==> src/rtl/rffvc_pkg.sv <==
// Functional notes
// - Group reject drops frames, table left untouched.
// - Promiscuous mask plus no reject accepts groups.
// - Only broadcast reject or a disallowed error discards broadcast frames.
// - Newer feature bits reset to disabled.
// - Bits 31-15 and 13 read zero.
// - Bit 14 forwards errored frames as good.
// - Bit 12 enables enhanced filter if built.
// - Bit 11 gates all newer features.
// - Newer enable ignores features not built.
// - Bits 10-9 select receive tag removal.
// - Receive removal acts only when built.
// - Bits 8-7 select transmit tag removal.
// - Transmit removal acts only when built.
// - Bits 6-5 select receive tag insertion.
// - Receive inserted tag comes from its register.
// - Receive insertion acts only when built.
// - Bit 2 rejects all broadcast frames.
// - Bit 1 rejects all group frames not flagged broadcast.
// - Bits 4-3 select transmit tag insertion.
package rffvc_pkg;

	// -----------------------------------------------------------------
	// Register map
	// -----------------------------------------------------------------
	localparam logic [31:0] CTRL_OFFSET    = 32'h0000_0000;
	localparam logic [31:0] CTRL_RESET     = 32'h0000_0000;
	localparam logic [31:0] CTRL_WR_MASK   = 32'h0000_5ffe;

	// -----------------------------------------------------------------
	// Field positions
	// -----------------------------------------------------------------
	localparam int BIT_ACCEPT_BAD   = 14;
	localparam int BIT_ENH_FILTER   = 12;
	localparam int BIT_NEWER        = 11;
	localparam int RX_REMOVE_LSB    = 9;
	localparam int TX_REMOVE_LSB    = 7;
	localparam int RX_INSERT_LSB    = 5;
	localparam int TX_INSERT_LSB    = 3;
	localparam int BIT_DROP_BCAST   = 2;
	localparam int BIT_DROP_GROUP   = 1;

	// -----------------------------------------------------------------
	// Mode encodings and bus responses
	// -----------------------------------------------------------------
	typedef enum logic [1:0] {
		MODE_NONE     = 2'h0,
		MODE_ALL      = 2'h1,
		MODE_TAGGED   = 2'h2,
		MODE_SELECTED = 2'h3
	} rffvc_mode_t;

	localparam logic [1:0] RESP_OKAY   = 2'h0;
	localparam logic [1:0] RESP_SLVERR = 2'h2;

endpackage : rffvc_pkg

==> src/rtl/rffvc_top.sv <==
`timescale 1ns/1ns
module rffvc_top #(
	parameter int ADDR_W                      = 18,
	parameter int DATA_W                      = 32,
	parameter int FIFO_DEPTH                  = 16,
	parameter bit build_enhanced_group_filter = 1'b1,
	parameter bit build_rx_tag_remove         = 1'b1,
	parameter bit build_tx_tag_remove         = 1'b1,
	parameter bit build_rx_tag_insert         = 1'b1,
	parameter bit build_tx_tag_insert         = 1'b1
) (
	// Clock and reset
	input  wire logic              mclk,
	input  wire logic              sys_rst,
	// AXI4-Lite register port
	input  wire logic [ADDR_W-1:0] s_axi_awaddr,
	input  wire logic              s_axi_awvalid,
	output logic                   s_axi_awready,
	input  wire logic [31:0]       s_axi_wdata,
	input  wire logic [3:0]        s_axi_wstrb,
	input  wire logic              s_axi_wvalid,
	output logic                   s_axi_wready,
	output logic [1:0]             s_axi_bresp,
	output logic                   s_axi_bvalid,
	input  wire logic              s_axi_bready,
	input  wire logic [ADDR_W-1:0] s_axi_araddr,
	input  wire logic              s_axi_arvalid,
	output logic                   s_axi_arready,
	output logic [31:0]            s_axi_rdata,
	output logic [1:0]             s_axi_rresp,
	output logic                   s_axi_rvalid,
	input  wire logic              s_axi_rready,
	// Receive stream from the MAC, frame class given with the first word
	input  wire logic              rx_in_valid,
	output logic                   rx_in_ready,
	input  wire logic [DATA_W-1:0] rx_in_data,
	input  wire logic              rx_in_last,
	input  wire logic              rx_in_broadcast,
	input  wire logic              rx_in_group,
	input  wire logic              rx_in_errored,
	input  wire logic              rx_in_addr_pass,
	// Filtered receive stream
	output logic                   rx_out_valid,
	input  wire logic              rx_out_ready,
	output logic [DATA_W-1:0]      rx_out_data,
	output logic                   rx_out_last,
	// Tag value registers held elsewhere
	input  wire logic [31:0]       rx_inserted_tag_value,
	input  wire logic [31:0]       tx_inserted_tag_value,
	// Effective modes for the datapaths
	output logic [1:0]             rx_tag_remove_mode,
	output logic [1:0]             tx_tag_remove_mode,
	output logic [1:0]             rx_tag_insert_mode,
	output logic [1:0]             tx_tag_insert_mode,
	output logic                   enhanced_group_filter_enable,
	output logic [31:0]            rx_insert_tag,
	output logic [31:0]            tx_insert_tag
);

	initial begin
		if (DATA_W < 1) begin
			$error("data width must be positive");
		end
	end

	logic [31:0]      ctrl;
	logic             newer_q, newer_d;
	logic [1:0]       rxr_q, rxr_d, txr_q, txr_d, rxi_q, rxi_d, txi_q, txi_d;
	logic             enh_q, enh_d;
	logic [31:0]      rx_inserted_tag_value_q, rx_inserted_tag_value_d, tx_inserted_tag_value_q, tx_inserted_tag_value_d;
	logic             in_frame_q, in_frame_d, drop_q, drop_d;
	logic             accept, take, drop_now, fifo_in_ready;
	logic [1:0]       f_rxr, f_txr, f_rxi, f_txi;

	// -----------------------------------------------------------------
	// Register slave
	// -----------------------------------------------------------------
	rffvc_regs #(.ADDR_W(ADDR_W)) u_regs (
		.mclk          (mclk),
		.sys_rst       (sys_rst),
		.s_axi_awaddr  (s_axi_awaddr),
		.s_axi_awvalid (s_axi_awvalid),
		.s_axi_awready (s_axi_awready),
		.s_axi_wdata   (s_axi_wdata),
		.s_axi_wstrb   (s_axi_wstrb),
		.s_axi_wvalid  (s_axi_wvalid),
		.s_axi_wready  (s_axi_wready),
		.s_axi_bresp   (s_axi_bresp),
		.s_axi_bvalid  (s_axi_bvalid),
		.s_axi_bready  (s_axi_bready),
		.s_axi_araddr  (s_axi_araddr),
		.s_axi_arvalid (s_axi_arvalid),
		.s_axi_arready (s_axi_arready),
		.s_axi_rdata   (s_axi_rdata),
		.s_axi_rresp   (s_axi_rresp),
		.s_axi_rvalid  (s_axi_rvalid),
		.s_axi_rready  (s_axi_rready),
		.ctrl          (ctrl)
	);

	// -----------------------------------------------------------------
	// Effective feature modes
	// -----------------------------------------------------------------
	always_comb begin
		f_rxr   = ctrl[rffvc_pkg::RX_REMOVE_LSB +: 2];
		f_txr   = ctrl[rffvc_pkg::TX_REMOVE_LSB +: 2];
		f_rxi   = ctrl[rffvc_pkg::RX_INSERT_LSB +: 2];
		f_txi   = ctrl[rffvc_pkg::TX_INSERT_LSB +: 2];
		newer_d = ctrl[rffvc_pkg::BIT_NEWER];
		// Reserved removal code behaves as no removal.
		if (f_rxr == rffvc_pkg::MODE_TAGGED) begin
			f_rxr = rffvc_pkg::MODE_NONE;
		end
		if (f_txr == rffvc_pkg::MODE_TAGGED) begin
			f_txr = rffvc_pkg::MODE_NONE;
		end
		// A feature not built stays off whatever software sets.
		rxr_d = (newer_d && build_rx_tag_remove) ? f_rxr : rffvc_pkg::MODE_NONE;
		txr_d = (newer_d && build_tx_tag_remove) ? f_txr : rffvc_pkg::MODE_NONE;
		rxi_d = (newer_d && build_rx_tag_insert) ? f_rxi : rffvc_pkg::MODE_NONE;
		txi_d = (newer_d && build_tx_tag_insert) ? f_txi : rffvc_pkg::MODE_NONE;
		enh_d = newer_d && build_enhanced_group_filter
		      && ctrl[rffvc_pkg::BIT_ENH_FILTER];
		// Inserted tags come straight from their value registers.
		rx_inserted_tag_value_d = rx_inserted_tag_value;
		tx_inserted_tag_value_d = tx_inserted_tag_value;
	end

	// Mode registers.
	always_ff @(posedge mclk) begin
		if (sys_rst) begin
			newer_q <= 1'b0;
			rxr_q   <= rffvc_pkg::MODE_NONE;
			txr_q   <= rffvc_pkg::MODE_NONE;
			rxi_q   <= rffvc_pkg::MODE_NONE;
			txi_q   <= rffvc_pkg::MODE_NONE;
			enh_q   <= 1'b0;
			rx_inserted_tag_value_q  <= 32'h0000_0000;
			tx_inserted_tag_value_q  <= 32'h0000_0000;
		end else begin
			newer_q <= newer_d;
			rxr_q   <= rxr_d;
			txr_q   <= txr_d;
			rxi_q   <= rxi_d;
			txi_q   <= txi_d;
			enh_q   <= enh_d;
			rx_inserted_tag_value_q  <= rx_inserted_tag_value_d;
			tx_inserted_tag_value_q  <= tx_inserted_tag_value_d;
		end
	end

	// -----------------------------------------------------------------
	// Receive frame acceptance
	// -----------------------------------------------------------------
	always_comb begin
		// Broadcast frames bypass address filtering; only their own bit or the errored check drops them.
		if (rx_in_broadcast) begin
			accept = !ctrl[rffvc_pkg::BIT_DROP_BCAST];
		end else if (rx_in_group) begin
			// Group reject overrides mask and table, which keep their contents.
			// A promiscuous mask shows up as a pass here, so groups beyond the table get in.
			accept = !ctrl[rffvc_pkg::BIT_DROP_GROUP] && rx_in_addr_pass;
		end else begin
			accept = rx_in_addr_pass;
		end
		// Errored frames go on as good ones only while allowed.
		if (rx_in_errored && !ctrl[rffvc_pkg::BIT_ACCEPT_BAD]) begin
			accept = 1'b0;
		end
		take       = rx_in_valid && fifo_in_ready;
		drop_now   = in_frame_q ? drop_q : !accept;
		in_frame_d = take ? !rx_in_last : in_frame_q;
		drop_d     = (take && !in_frame_q) ? !accept : drop_q;
	end

	// Frame tracking registers.
	always_ff @(posedge mclk) begin
		if (sys_rst) begin
			in_frame_q <= 1'b0;
			drop_q     <= 1'b0;
		end else begin
			in_frame_q <= in_frame_d;
			drop_q     <= drop_d;
		end
	end

	// -----------------------------------------------------------------
	// Output buffer for accepted words
	// -----------------------------------------------------------------
	rffvc_fifo #(.WIDTH(DATA_W + 1), .DEPTH(FIFO_DEPTH)) u_fifo (
		.mclk      (mclk),
		.sys_rst   (sys_rst),
		.in_valid  (rx_in_valid && !drop_now),
		.in_ready  (fifo_in_ready),
		.in_data   ({rx_in_last, rx_in_data}),
		.out_valid (rx_out_valid),
		.out_ready (rx_out_ready),
		.out_data  ({rx_out_last, rx_out_data})
	);

	assign rx_in_ready                  = fifo_in_ready;
	assign rx_tag_remove_mode           = rxr_q;
	assign tx_tag_remove_mode           = txr_q;
	assign rx_tag_insert_mode           = rxi_q;
	assign tx_tag_insert_mode           = txi_q;
	assign enhanced_group_filter_enable = enh_q;
	assign rx_insert_tag                = rx_inserted_tag_value_q;
	assign tx_insert_tag                = tx_inserted_tag_value_q;

endmodule : rffvc_top

==> src/rtl/rffvc_fifo.sv <==
`timescale 1ns/1ns
module rffvc_fifo #(
	parameter int WIDTH = 33,
	parameter int DEPTH = 16
) (
	// Clock and reset
	input  wire logic             mclk,
	input  wire logic             sys_rst,
	// Fill side
	input  wire logic             in_valid,
	output logic                  in_ready,
	input  wire logic [WIDTH-1:0] in_data,
	// Drain side
	output logic                  out_valid,
	input  wire logic             out_ready,
	output logic [WIDTH-1:0]      out_data
);

	localparam int PW = $clog2(DEPTH);

	initial begin
		if (DEPTH < 2 || (DEPTH & (DEPTH - 1)) != 0 || WIDTH < 1) begin
			$error("fifo depth must be a power of two of at least 2");
		end
	end

	logic [WIDTH-1:0] mem_q [DEPTH];
	logic [PW-1:0]    wptr_q, wptr_d, rptr_q, rptr_d;
	logic [PW:0]      count_q, count_d;
	logic             in_ready_q, in_ready_d;
	logic             out_valid_q, out_valid_d;
	logic [WIDTH-1:0] out_data_q, out_data_d;
	logic             push, pop;

	// -----------------------------------------------------------------
	// Pointer and output stage next values
	// -----------------------------------------------------------------
	always_comb begin
		push        = in_valid && in_ready_q;
		pop         = (count_q != '0) && (!out_valid_q || out_ready);
		wptr_d      = push ? wptr_q + 1'b1 : wptr_q;
		rptr_d      = pop ? rptr_q + 1'b1 : rptr_q;
		count_d     = count_q + {{PW{1'b0}}, push} - {{PW{1'b0}}, pop};
		in_ready_d  = count_d < (PW+1)'(DEPTH);
		out_valid_d = pop ? 1'b1 : (out_ready ? 1'b0 : out_valid_q);
		out_data_d  = pop ? mem_q[rptr_q] : out_data_q;
	end

	// Storage is written only; it needs no reset.
	always_ff @(posedge mclk) begin
		if (push) begin
			mem_q[wptr_q] <= in_data;
		end
	end

	// Control registers.
	always_ff @(posedge mclk) begin
		if (sys_rst) begin
			wptr_q      <= '0;
			rptr_q      <= '0;
			count_q     <= '0;
			in_ready_q  <= 1'b0;
			out_valid_q <= 1'b0;
			out_data_q  <= '0;
		end else begin
			wptr_q      <= wptr_d;
			rptr_q      <= rptr_d;
			count_q     <= count_d;
			in_ready_q  <= in_ready_d;
			out_valid_q <= out_valid_d;
			out_data_q  <= out_data_d;
		end
	end

	assign in_ready  = in_ready_q;
	assign out_valid = out_valid_q;
	assign out_data  = out_data_q;

endmodule : rffvc_fifo

==> src/rtl/rffvc_regs.sv <==
`timescale 1ns/1ns
module rffvc_regs #(
	parameter int ADDR_W = 18
) (
	// Clock and reset
	input  wire logic              mclk,
	input  wire logic              sys_rst,
	// AXI4-Lite write channels
	input  wire logic [ADDR_W-1:0] s_axi_awaddr,
	input  wire logic              s_axi_awvalid,
	output logic                   s_axi_awready,
	input  wire logic [31:0]       s_axi_wdata,
	input  wire logic [3:0]        s_axi_wstrb,
	input  wire logic              s_axi_wvalid,
	output logic                   s_axi_wready,
	output logic [1:0]             s_axi_bresp,
	output logic                   s_axi_bvalid,
	input  wire logic              s_axi_bready,
	// AXI4-Lite read channels
	input  wire logic [ADDR_W-1:0] s_axi_araddr,
	input  wire logic              s_axi_arvalid,
	output logic                   s_axi_arready,
	output logic [31:0]            s_axi_rdata,
	output logic [1:0]             s_axi_rresp,
	output logic                   s_axi_rvalid,
	input  wire logic              s_axi_rready,
	// Stored control word
	output logic [31:0]            ctrl
);

	initial begin
		if (ADDR_W < 3 || ADDR_W > 32) begin
			$error("address width out of range");
		end
	end

	logic        awready_q, awready_d, bvalid_q, bvalid_d;
	logic [1:0]  bresp_q, bresp_d, rresp_q, rresp_d;
	logic        arready_q, arready_d, rvalid_q, rvalid_d;
	logic [31:0] rdata_q, rdata_d, ctrl_q, ctrl_d, strb_mask;
	logic        wr_go, rd_go, wr_hit, rd_hit;

	// -----------------------------------------------------------------
	// Write and read handshakes, one access in flight per direction
	// -----------------------------------------------------------------
	always_comb begin
		wr_go     = s_axi_awvalid && s_axi_wvalid && !awready_q && !bvalid_q;
		rd_go     = s_axi_arvalid && !arready_q && !rvalid_q;
		wr_hit    = {{(32-ADDR_W){1'b0}}, s_axi_awaddr[ADDR_W-1:2], 2'h0} == rffvc_pkg::CTRL_OFFSET;
		rd_hit    = {{(32-ADDR_W){1'b0}}, s_axi_araddr[ADDR_W-1:2], 2'h0} == rffvc_pkg::CTRL_OFFSET;
		strb_mask = {{8{s_axi_wstrb[3]}}, {8{s_axi_wstrb[2]}},
		             {8{s_axi_wstrb[1]}}, {8{s_axi_wstrb[0]}}};
		awready_d = wr_go;
		bvalid_d  = wr_go ? 1'b1 : (s_axi_bready ? 1'b0 : bvalid_q);
		bresp_d   = wr_go ? (wr_hit ? rffvc_pkg::RESP_OKAY : rffvc_pkg::RESP_SLVERR) : bresp_q;
		ctrl_d    = ctrl_q;
		if (wr_go && wr_hit) begin
			// Reserved positions never take a written one.
			ctrl_d = (ctrl_q & ~(strb_mask & rffvc_pkg::CTRL_WR_MASK))
			       | (s_axi_wdata & strb_mask & rffvc_pkg::CTRL_WR_MASK);
		end
		arready_d = rd_go;
		rvalid_d  = rd_go ? 1'b1 : (s_axi_rready ? 1'b0 : rvalid_q);
		rresp_d   = rd_go ? (rd_hit ? rffvc_pkg::RESP_OKAY : rffvc_pkg::RESP_SLVERR) : rresp_q;
		rdata_d   = rd_go ? (rd_hit ? ctrl_q : 32'h0000_0000) : rdata_q;
	end

	// Every field resets to its disabled value.
	always_ff @(posedge mclk) begin
		if (sys_rst) begin
			awready_q <= 1'b0;
			bvalid_q  <= 1'b0;
			bresp_q   <= rffvc_pkg::RESP_OKAY;
			arready_q <= 1'b0;
			rvalid_q  <= 1'b0;
			rresp_q   <= rffvc_pkg::RESP_OKAY;
			rdata_q   <= 32'h0000_0000;
			ctrl_q    <= rffvc_pkg::CTRL_RESET;
		end else begin
			awready_q <= awready_d;
			bvalid_q  <= bvalid_d;
			bresp_q   <= bresp_d;
			arready_q <= arready_d;
			rvalid_q  <= rvalid_d;
			rresp_q   <= rresp_d;
			rdata_q   <= rdata_d;
			ctrl_q    <= ctrl_d;
		end
	end

	assign s_axi_awready = awready_q;
	assign s_axi_wready  = awready_q;
	assign s_axi_bvalid  = bvalid_q;
	assign s_axi_bresp   = bresp_q;
	assign s_axi_arready = arready_q;
	assign s_axi_rvalid  = rvalid_q;
	assign s_axi_rresp   = rresp_q;
	assign s_axi_rdata   = rdata_q;
	assign ctrl          = ctrl_q;

endmodule : rffvc_regs

==> config.mk <==
export PLATFORM = sky130hd
export DESIGN_NAME = rffvc_top
export DESIGN_NICKNAME = d
export VERILOG_FILES = /design/src/rtl/rffvc_pkg.sv /design/src/rtl/rffvc_top.sv /design/src/rtl/rffvc_fifo.sv /design/src/rtl/rffvc_regs.sv
export SDC_FILE = /design/constraint.sdc
export NUM_CORES = 1
export LEC_CHECK = 0
export ABC_AREA = 1
export BUFFER_PORTS_ARGS = -buffer_cell sky130_fd_sc_hd__clkbuf_2
export CORE_UTILIZATION = 45
export CTS_CLUSTER_DIAMETER = 50
export DETAILED_ROUTE_END_ITERATION = 8
export GPL_TIMING_DRIVEN = 0
export SYNTH_ARGS = -nofsm -noshare
export SYNTH_HDL_FRONTEND = slang
export SYNTH_HIERARCHICAL = 1
export SYNTH_SLANG_ARGS = --single-unit
export TNS_END_PERCENT = 1
==> constraint.sdc <==
create_clock -name mclk -period 4.3 [get_ports mclk]
set_clock_uncertainty 0.1 [all_clocks]
set_input_delay 0.215 -clock mclk [delete_from_list [all_inputs] [get_ports mclk]]
set_output_delay 0.215 -clock mclk [all_outputs]
set_load 0.02 [all_outputs]
# Word level (Yosys, flattened, before mapping)
# Memory sizes are Yosys's and may differ from the RTL's. A register that Yosys moved wholly into a read port is not among the register bits.
# Index checks and enable logic that the tools add are counted.
classes:
  add_sub_neg: 4
  mul: 0
  n_div: 0
  n_lt_le_gt_ge: 1
  n_eq_ne: 2
  n_shift: 0
  muxes: 15
  bitwise: 5
  n_reduce_logical: 36
ops:
  columns: ["op", "n"]
  rows:
  - ["$and 32x32->32", 1]
  - ["$logic_not 16->1", 2]
  - ["$mux 32", 1]
  - ["$not 15->32", 1]
  - ["$or 32x15->32", 1]
  - ["$and 15x15->15", 1]
  - ["$logic_and 1x1->1", 14]
  - ["$logic_not 1->1", 12]
  - ["$mux 1", 12]
  - ["$add 4x1->4 const B", 2]
  - ["$reduce_bool 2->1", 3]
  - ["$reduce_or 3->1", 2]
  - ["$add 5x1->5", 1]
  - ["$lt 5x5->1 const B", 1]
  - ["$reduce_bool 5->1", 1]
  - ["$sub 5x1->5", 1]
  - ["$eq 2x2->1 const B", 2]
  - ["$mux 2", 2]
  - ["$reduce_or 2->1", 1]
  - ["$logic_or 1x1->1", 1]
  - ["$not 1->1", 1]
totals:
  ff_bits: 162
  latchBits: 0
  mem_bits_rw: 528
  mem_bits_ro: 0
  input_bits: 182
  out_inout_bits: 149
  elab_cells: 86
  memories: 1
memory_table:
  columns: ["memory", "depth", "width", "read_ports", "rd_ports_with_merged_regs", "wr", "line_no", "rtl"]
  rows:
  - ["u_fifo.mem_q", 16, 33, 1, 1, 1, "rffvc_fifo.sv:27", "logic [WIDTH-1:0] mem_q [DEPTH];"]

# Logic depth before layout (Yosys ltp)
# Gate-level depths: netlist of the first run.
depth:
  depth_word: 13
  ltp_mapped: 14
  ltp_nobuf: 14

# By module
# Netlist of the first run, hierarchy kept.
modules_own_cells:
  columns: ["module", "instances", "cells_per_inst", "area_per_inst_um2", "seq_area_each_um2"]
  rows:
  - ["rffvc_fifo", 1, 2353, 24427.2, 16816.1]
  - ["rffvc_top", 1, 252, 2220.9, 1501.4]
  - ["rffvc_regs", 1, 238, 1696.6, 640.6]

# Least setup slack after synthesis of the first run
# No wires, ideal clock.
synth_timing:
  path_kind: "reg2reg"
  startpoint: "reg (tool-made name)"
  endpoint: "mem u_fifo.mem_q[11][0], enable pin"
  setup_time_ns: 0.423
  arrival_ns: 2.449
  required_ns: 3.777
  slack_ns: 1.328
  stages_incl_launch_ff: 10
  path_buffers: 0
  synth_period_minus_slack_ns: 2.972
  path_cell_list: "dfxtp_1 > nand2_1 > inv_1 > nor2_1 > nand2_1 > a21oi_1 > nand2_1 > inv_1 > nand3_1 > nor2_1"
synth_lines:
  columns: ["element", "line_no"]
  rows:
  - ["to (decl)", "rffvc_fifo.sv:27"]

# Worst setup path after layout of the first run
layout_timing:
  startpoint: "in s_axi_araddr[10]"
  endpoint: "reg u_regs.rdata_q[5] (netlist: u_regs/s_axi_rdata[5])"
layout_via:
  elab_chain_cells: 2
layout_rtl:
  columns: ["element", "line_no", "rtl"]
  rows:
  - ["from (decl)", "rffvc_top.sv:26", "input wire logic [ADDR_W-1:0] s_axi_araddr,"]
  - ["$logic_not 16->1", "rffvc_regs.sv:50", "rd_hit = {{(32-ADDR_W){1'b0}}, s_axi_araddr[ADDR_W-1:2], 2'h0} == rffvc_pkg::CTRL_OFFSET;"]
  - ["$mux 32", "rffvc_regs.sv:65", "rdata_d = rd_go ? (rd_hit ? ctrl_q : 32'h0000_0000) : rdata_q;"]
  - ["to (signal assigned)", "rffvc_regs.sv:86", "rdata_q <= rdata_d;"]
  - ["to (decl)", "rffvc_regs.sv:40", "logic [31:0] rdata_q, rdata_d, ctrl_q, ctrl_d, strb_mask;"]
# Every way passes these cells.
# A chain may end at the register's enable or synchronous reset.

==> results of run 1 <==
## layout make-up
cell class              count  area [um^2]  share of cell area
plain buffers             158         1060              0.0301
clock inverters            31          383              0.0109
inverters                 420         1580              0.0448
clock buffers             110         2230              0.0632
flip-flops and latches    683        19000               0.537
well taps                 837         1050              0.0297
multi-input cells        1583         6800               0.193
repair buffers            442         3220              0.0914
## power by group through the flow
| stage | Clock [mW] | Sequential [mW] | Combinational, mW |
|---|---|---|---|
| floorplan | 0 | 7.88 | 2.99 |
| global placement | 0 | 7.64 | 5.12 |
| detailed placement | 0 | 7.65 | 5.20 |
| CTS | 6.82 | 7.51 | 5.33 |
| global route | 7.06 | 7.54 | 5.81 |
| finish | 6.71 | 7.51 | 5.35 |
## worst reg2reg max path, stage by stage, from the launching register on
cell and delay, ns:
dfxtp_1 0.35, inv_1 0.07, ha_1 0.18, nand3_1 0.08
nand2_1 0.22, inv_2 0.25, buf_2 0.33, ha_1 0.30
inv_1 0.05, ha_1 0.16, inv_1 0.06, fa_1 0.44
o31ai_1 0.33, xnor2_1 0.19, and2_1 0.15
## worst max path at each step
| stage | startpoint | end | slack (ns) | cells after the start |
|---|---|---|---|---|
| final | s_axi_araddr[10] | u_regs/s_axi_rdata[5] | 0.99 | 11 |
| after floorplan | register | u_fifo/mem_q[11][0] | 1.33 | 9 |
| after detailed placement | u_fifo/count_q[3] | u_fifo/count_q[4] | 1.06 | 14 |
| after CTS | u_fifo/count_q[3] | u_fifo/count_q[4] | 1.0 | 14 |
| after global routing | u_fifo/count_q[3] | u_fifo/in_ready | 0.87 | 14 |
| after global placement | register | u_fifo/mem_q[11][24] | -0.60 | 9 |
## state kept, by name (all words and copies together) (netlist names), 2 cells and up, named ones only
name	count
rx_tag_remove_mode	2
u_regs/s_axi_rdata	13
rx_insert_tag	32
tx_tag_insert_mode	2
u_fifo/count_q	5
rx_tag_insert_mode	2
tx_insert_tag	32
u_fifo/wptr_q	4
u_fifo/rptr_q	4
u_fifo/out_data	33
tx_tag_remove_mode	2
u_fifo/mem_q	528
## through the flow
| stage | setup TNS, ns | total power, mW | util | instance area [um^2] |
|---|---|---|---|---|
| 2_1_floorplan | 0 | 10.9 | - | 28300 |
| 3_3_place_gp | -223.85 | 12.8 | 0.497 | 30700 |
| 3_5_place_dp | 0 | 12.8 | 0.505 | 31200 |
| 4_1_cts | 0 | 19.7 | 0.571 | 35300 |
| 5_1_grt | 0 | 20.4 | 0.571 | 35300 |
| 6_report | 0 | 19.6 | 0.571 | 35300 |
## per-layer routing
layer	vias to the layer above	GRT usage	wire length, um
li1	10100	-	-
met1	10100	0.332	33200
met2	987	0.445	40400
met3	200	0.0424	6810
met4	0	0.108	3310
met5	-	0	0
==> flow_summary_export.csv, run 1 <==
group,metric,value,unit
run_status,status,"finished, violations left",
run_status,violations,"DRC",
timing,drv_slew,0,
global_routing,grtUsageTotal,0.262,
pwr,peakVddDrop,0.000445,V
global_routing,grt_pass1_vias,20300,
timing,setup-violations-final,0,
timing,post-route-min-period,3.31,ns
clock_network,clk_pin_slew,0.05,ns
placed_design,port_buffers,284,
critical_path,crit_family,"buffers and inverters",
critical_path,cp.buffers_inverters,6,
clock_network,cts_hold_buf,142,
timing,timing.hold.ws,0.0479,ns
detailed_routing,dr.pass1.iters,8,
worst_hold_path,hold_depth,5,
placed_design,dpl.hpwl,54600,um
critical_path,worstSetupStartpointType,"input pin",
pwr,power.density,555,nW/um^2
layout,final_net_count,3560,
timing,setup_slack,0.994,ns
detailed_routing,drt-initial-drc-count,1960,
worst_hold_path,hp-class,"input pin to register",
placed_design,dp.cells,3981,
critical_path,reg2reg_setup_slack,1.00,ns
clock_network,cts_resized,0,
synthesis,yosys_warnings,6,
timing,finalHoldViolations,0,
floorplanning,io_pins,331,
pwr,switchingPower,6.48,mW
floorplanning,std_cell_rows,91,
detailed_routing,viasPerCell,5.00,
clock_network,clkSinkCount,683,
layout,area_growth,25.1,%
layout,fill_cells,5199,
worst_hold_path,hp-start,"s_axi_wstrb[0]",
layout,layout.cells.non_filler,4264,
critical_path,r2r-end,"u_fifo/count_q[4]",
clock_network,post-cts-setup-buffers,0,
critical_path,critPathMaxFanout,3,
global_routing,antenna_found_initial,0,
timing,finalCritPeriodShare,0.769,
synthesis,syn_area,28200,um^2
floorplanning,start_util,0.456,
critical_path,cp-end-kind,"register",
layout,antenna_cells,0,
critical_path,timing.rr.start,"u_fifo/count_q[3]",
floorplanning,dieArea,63700,um^2
clock_network,cts_tree,"built",
layout,layout_commonest_cell,"nand2_1",
layout,final_layout_size_suffix_gt1_frac,0.165,
pwr,intPower,13.1,mW
critical_path,worstPathCellList,"dlygate4sd3_1 > clkbuf_2 > nor2_1 > dlygate4sd3_1 > nand2_1 > dlygate4sd3_1 > nor2_1 > dlygate4sd3_1 > nand4_1 > dlygate4sd3_1 > a21oi_1",
floorplanning,coreArea,61800,um^2
critical_path,slowest_stage,"dlygate4sd3_1",
detailed_routing,via_count,21300,
pwr,clock_power_share,0.343,
timing,relSlewSlack,0.194,
detailed_routing,routedWlPerCell,19.6,um
detailed_routing,ant_nets,0,
synthesis,postSynthCellCount,2824,
critical_path,cp_common_cell,"dlygate4sd3_1",
critical_path,required,4.74,ns
clock_network,htreeDepth,3,
clock_network,clockBufferDepth,3,
critical_path,r2r_cells,14,
placed_design,dp_slack,1.06,ns
detailed_routing,drc,1,
timing,rsz0062_at_grt,"false",
pwr,leakage,15.8,nW
floorplanning,die_h,252,um
critical_path,arrival,3.75,ns
run,max_cap_violations,0,
global_routing,grt_max_degree,21,
detailed_routing,wirelength,83700,um
clock_network,cts_made_buffers,78,
pwr,sw_frac_of_total,0.331,
floorplanning,dieWidth,252,um
placed_design,globalplace.congestion,0.866,
clock_network,root_buffer,"clkbuf_16",
clock_network,clkLatencyLatePin,0.62,ns
timing,tightest_slew,1.21,ns
critical_path,path_class,"input pin to register",
global_routing,grt_overflow_total,0,
pwr,combPwrFrac,0.274,
synthesis,syn_avg_cell_area,9.99,um^2
pwr,seq_power_share,0.384,
layout,layout_common_cells,"nand2_1, edfxtp_1, inv_1, nand3_1, clkbuf_2",
timing,fmax,0.302,GHz
critical_path,max_stage_delay,0.66,ns
global_routing,grt_pass1_wl,123000,um
(Power assumes the default switching activity.)
==> run 2, diff against run 1 <==
Settings changed: PLACE_DENSITY set to 0.67.
Clock period 4.3 ns to 2.8 ns, I/O delays scaled along.
==> run 2 against run 1 <==
Net effect:
- the run ends with setup timing left
- critical path depth is 2 lower
- worst setup slack worse by 1.1 ns
- first-iteration DRC count is 13% higher
- wire length is 0.87% higher
- combinational power is 56% higher
- via count is 0.67% higher
- register-to-register slack worse by 1.1 ns
- sequential cell count stayed put
- highest routed layer unchanged
==> flow_summary_export.csv, run 2 (synthesis results as in run 1) <==
group,metric,value,unit
layout,layout.cells.non_filler,4297,
critical_path,worstSetupStartpointType,"register",
global_routing,grt_pass1_wl,124000,um
run,max_cap_violations,0,
placed_design,dp.cells,3981,
placed_design,dp_slack,-0.445,ns
clock_network,clkSinkCount,683,
layout,final_net_count,3588,
placed_design,port_buffers,284,
floorplanning,die_h,252,um
detailed_routing,wirelength,84400,um
timing,finalCritPeriodShare,1.04,
detailed_routing,dr.pass1.iters,6,
layout,largest-register,"u_fifo/mem_q",
critical_path,path_class,"register to register",
timing,rsz0062_at_grt,"true",
clock_network,clockBufferDepth,3,
pwr,peakVddDrop,0.000538,V
clock_network,clkLatencyLatePin,0.63,ns
layout,final_layout_size_suffix_gt1_frac,0.169,
clock_network,cts_made_buffers,78,
layout,layout_commonest_cell,"nand2_1",
detailed_routing,viasPerCell,5.00,
timing,fmax,0.345,GHz
worst_hold_path,hold_depth,8,
layout,final_util,0.576,
detailed_routing,ant_nets,0,
global_routing,grt_pass1_vias,20800,
critical_path,r2r_cells,9,
run_status,status,"finished, violations left",
timing,drv_slew,0,
layout,largest_register_ffs,528,
critical_path,cp-end-kind,"register",
timing,finalHoldViolations,0,
timing,post-route-min-period,2.90,ns
global_routing,grt_max_degree,24,
detailed_routing,routedWlPerCell,19.6,um
floorplanning,dieArea,63700,um^2
critical_path,crit_family,"simple AND/OR/NAND/NOR gates",
timing,relSlewSlack,0.214,
critical_path,max_stage_delay,0.68,ns
placed_design,globalplace.congestion,0.829,
global_routing,grt_overflow_total,0,
critical_path,critPathMaxFanout,20,
layout,area_growth,26.4,%
detailed_routing,drc,0,
floorplanning,start_util,0.456,
timing,setup-violations-final,179,
pwr,leakage,16.0,nW
layout,layout_common_cells,"nand2_1, edfxtp_1, inv_1, nand3_1, clkbuf_2",
clock_network,root_buffer,"clkbuf_16",
detailed_routing,drt-initial-drc-count,2209,
timing,setup_slack,-0.0982,ns
pwr,power.total,30.2,mW
critical_path,worst-path-stages,9,
timing,tightest_slew,1.18,ns
clock_network,cts_tree,"built",
critical_path,slowest_stage,"nor2_4",
global_routing,grtUsageTotal,0.264,
floorplanning,dieWidth,252,um
placed_design,dpl.hpwl,54300,um
global_routing,antenna_found_initial,4,
critical_path,arrival,3.11,ns
critical_path,cp_common_cell,"nand2_1",
pwr,power.density,848,nW/um^2
critical_path,worstPathCellList,"nor2_1 > nor2_1 > nand2_1 > a21oi_1 > nand2_1 > inv_1 > nand2_1 > nor2_4 > buf_12",
run_status,violations,"setup timing",
clock_network,htreeDepth,3,
floorplanning,coreArea,61800,um^2
critical_path,required,3.01,ns
critical_path,cp.buffers_inverters,2,
floorplanning,std_cell_rows,91,
detailed_routing,via_count,21500,
clock_network,clk_pin_slew,0.06,ns
worst_hold_path,hp-class,"input pin to register",
floorplanning,io_pins,331,
run 2: cell count changes in the layout (fill, tap and decap cells not counted), moves of 3 or more:
cell           previous run  this run
clkinvlp_4                2         7
buf_16                    8         5
buf_12                    8        13
inv_8                     2         5
clkinv_1                  6        15
clkbuf_1                 43        31
dlygate4sd3_1           142       165
run 2: what timing repair did:
action                                  4_1_cts  5_1_grt
setup buffers                                 2        2
pin swaps                                     1        6
hold buffers                                166        0
endpoints found under the hold margin       628        0
gates cloned                                  0        0
gates resized for setup                       9       10
endpoints found under the setup margin       69      239
run 2: final cells by class:
type,count,area (um^2)
Multi-Input combinational cell,1583,6840
Clock inverter,50,502
Tap cell,837,1050
Clock buffer,94,2130
Buffer,158,1070
Inverter,420,1590
Antenna cell,2,5.00
Fill cell,5057,26200
Sequential cell,683,19000
Timing Repair Buffer,470,3500
run 2: worst paths after layout:
| kind | slack (ns) | to | from |
|---|---|---|---|
| worst max register to register | -0.1 | u_fifo/mem_q[6][24] | register |
| worst max-delay path | -0.1 | u_fifo/mem_q[6][24] | register |
| worst min register to register | 0.36 | rx_tag_insert_mode[0] | register |
| worst min-delay path | 0.10 | u_fifo/wptr_q[0] | rx_in_broadcast |
run 2: worst reg2reg max path, cell delays in order (launching register included):
cell and delay (ns):
dfxtp_1 0.37, nor2_1 0.08, nor2_1 0.12, nand2_1 0.06, a21oi_1 0.19, nand2_1 0.19
inv_1 0.20, nand2_1 0.29, nor2_4 0.68, buf_12 0.27
run 2: where the power goes:
| part | switching [mW] | internal (mW) |
|---|---|---|
| clock | 4.18 | 6.12 |
| combinational | 5.76 | 2.62 |
| sequential | 0.217 | 11.3 |
run 2: metrics by stage:
stage | TNS [ns] | cell area [um^2] | hold slack (ns)
after floorplan | -83.32 | 28300 | 0.139
after global placement | -1013.46 | 30700 | 0.234
after detailed placement | -1.23 | 31200 | 0.236
after CTS | -0.573 | 35600 | 0.0436
after global routing | -20.13 | 35600 | 0.0976
final | -5.99 | 35600 | 0.101
run 2: routing by layer:
| layer | GRT usage | share of wire | vias to the layer above | wire [um] |
|---|---|---|---|---|
| met2 | 0.443 | 0.48 | 1097 | 40200 |
| met3 | 0.0497 | 0.091 | 243 | 7690 |
| met4 | 0.126 | 0.049 | 0 | 4120 |
| met5 | 0 | 0 | - | 0 |
| li1 | - | - | 10100 | - |
| met1 | 0.330 | 0.38 | 10000 | 32400 |
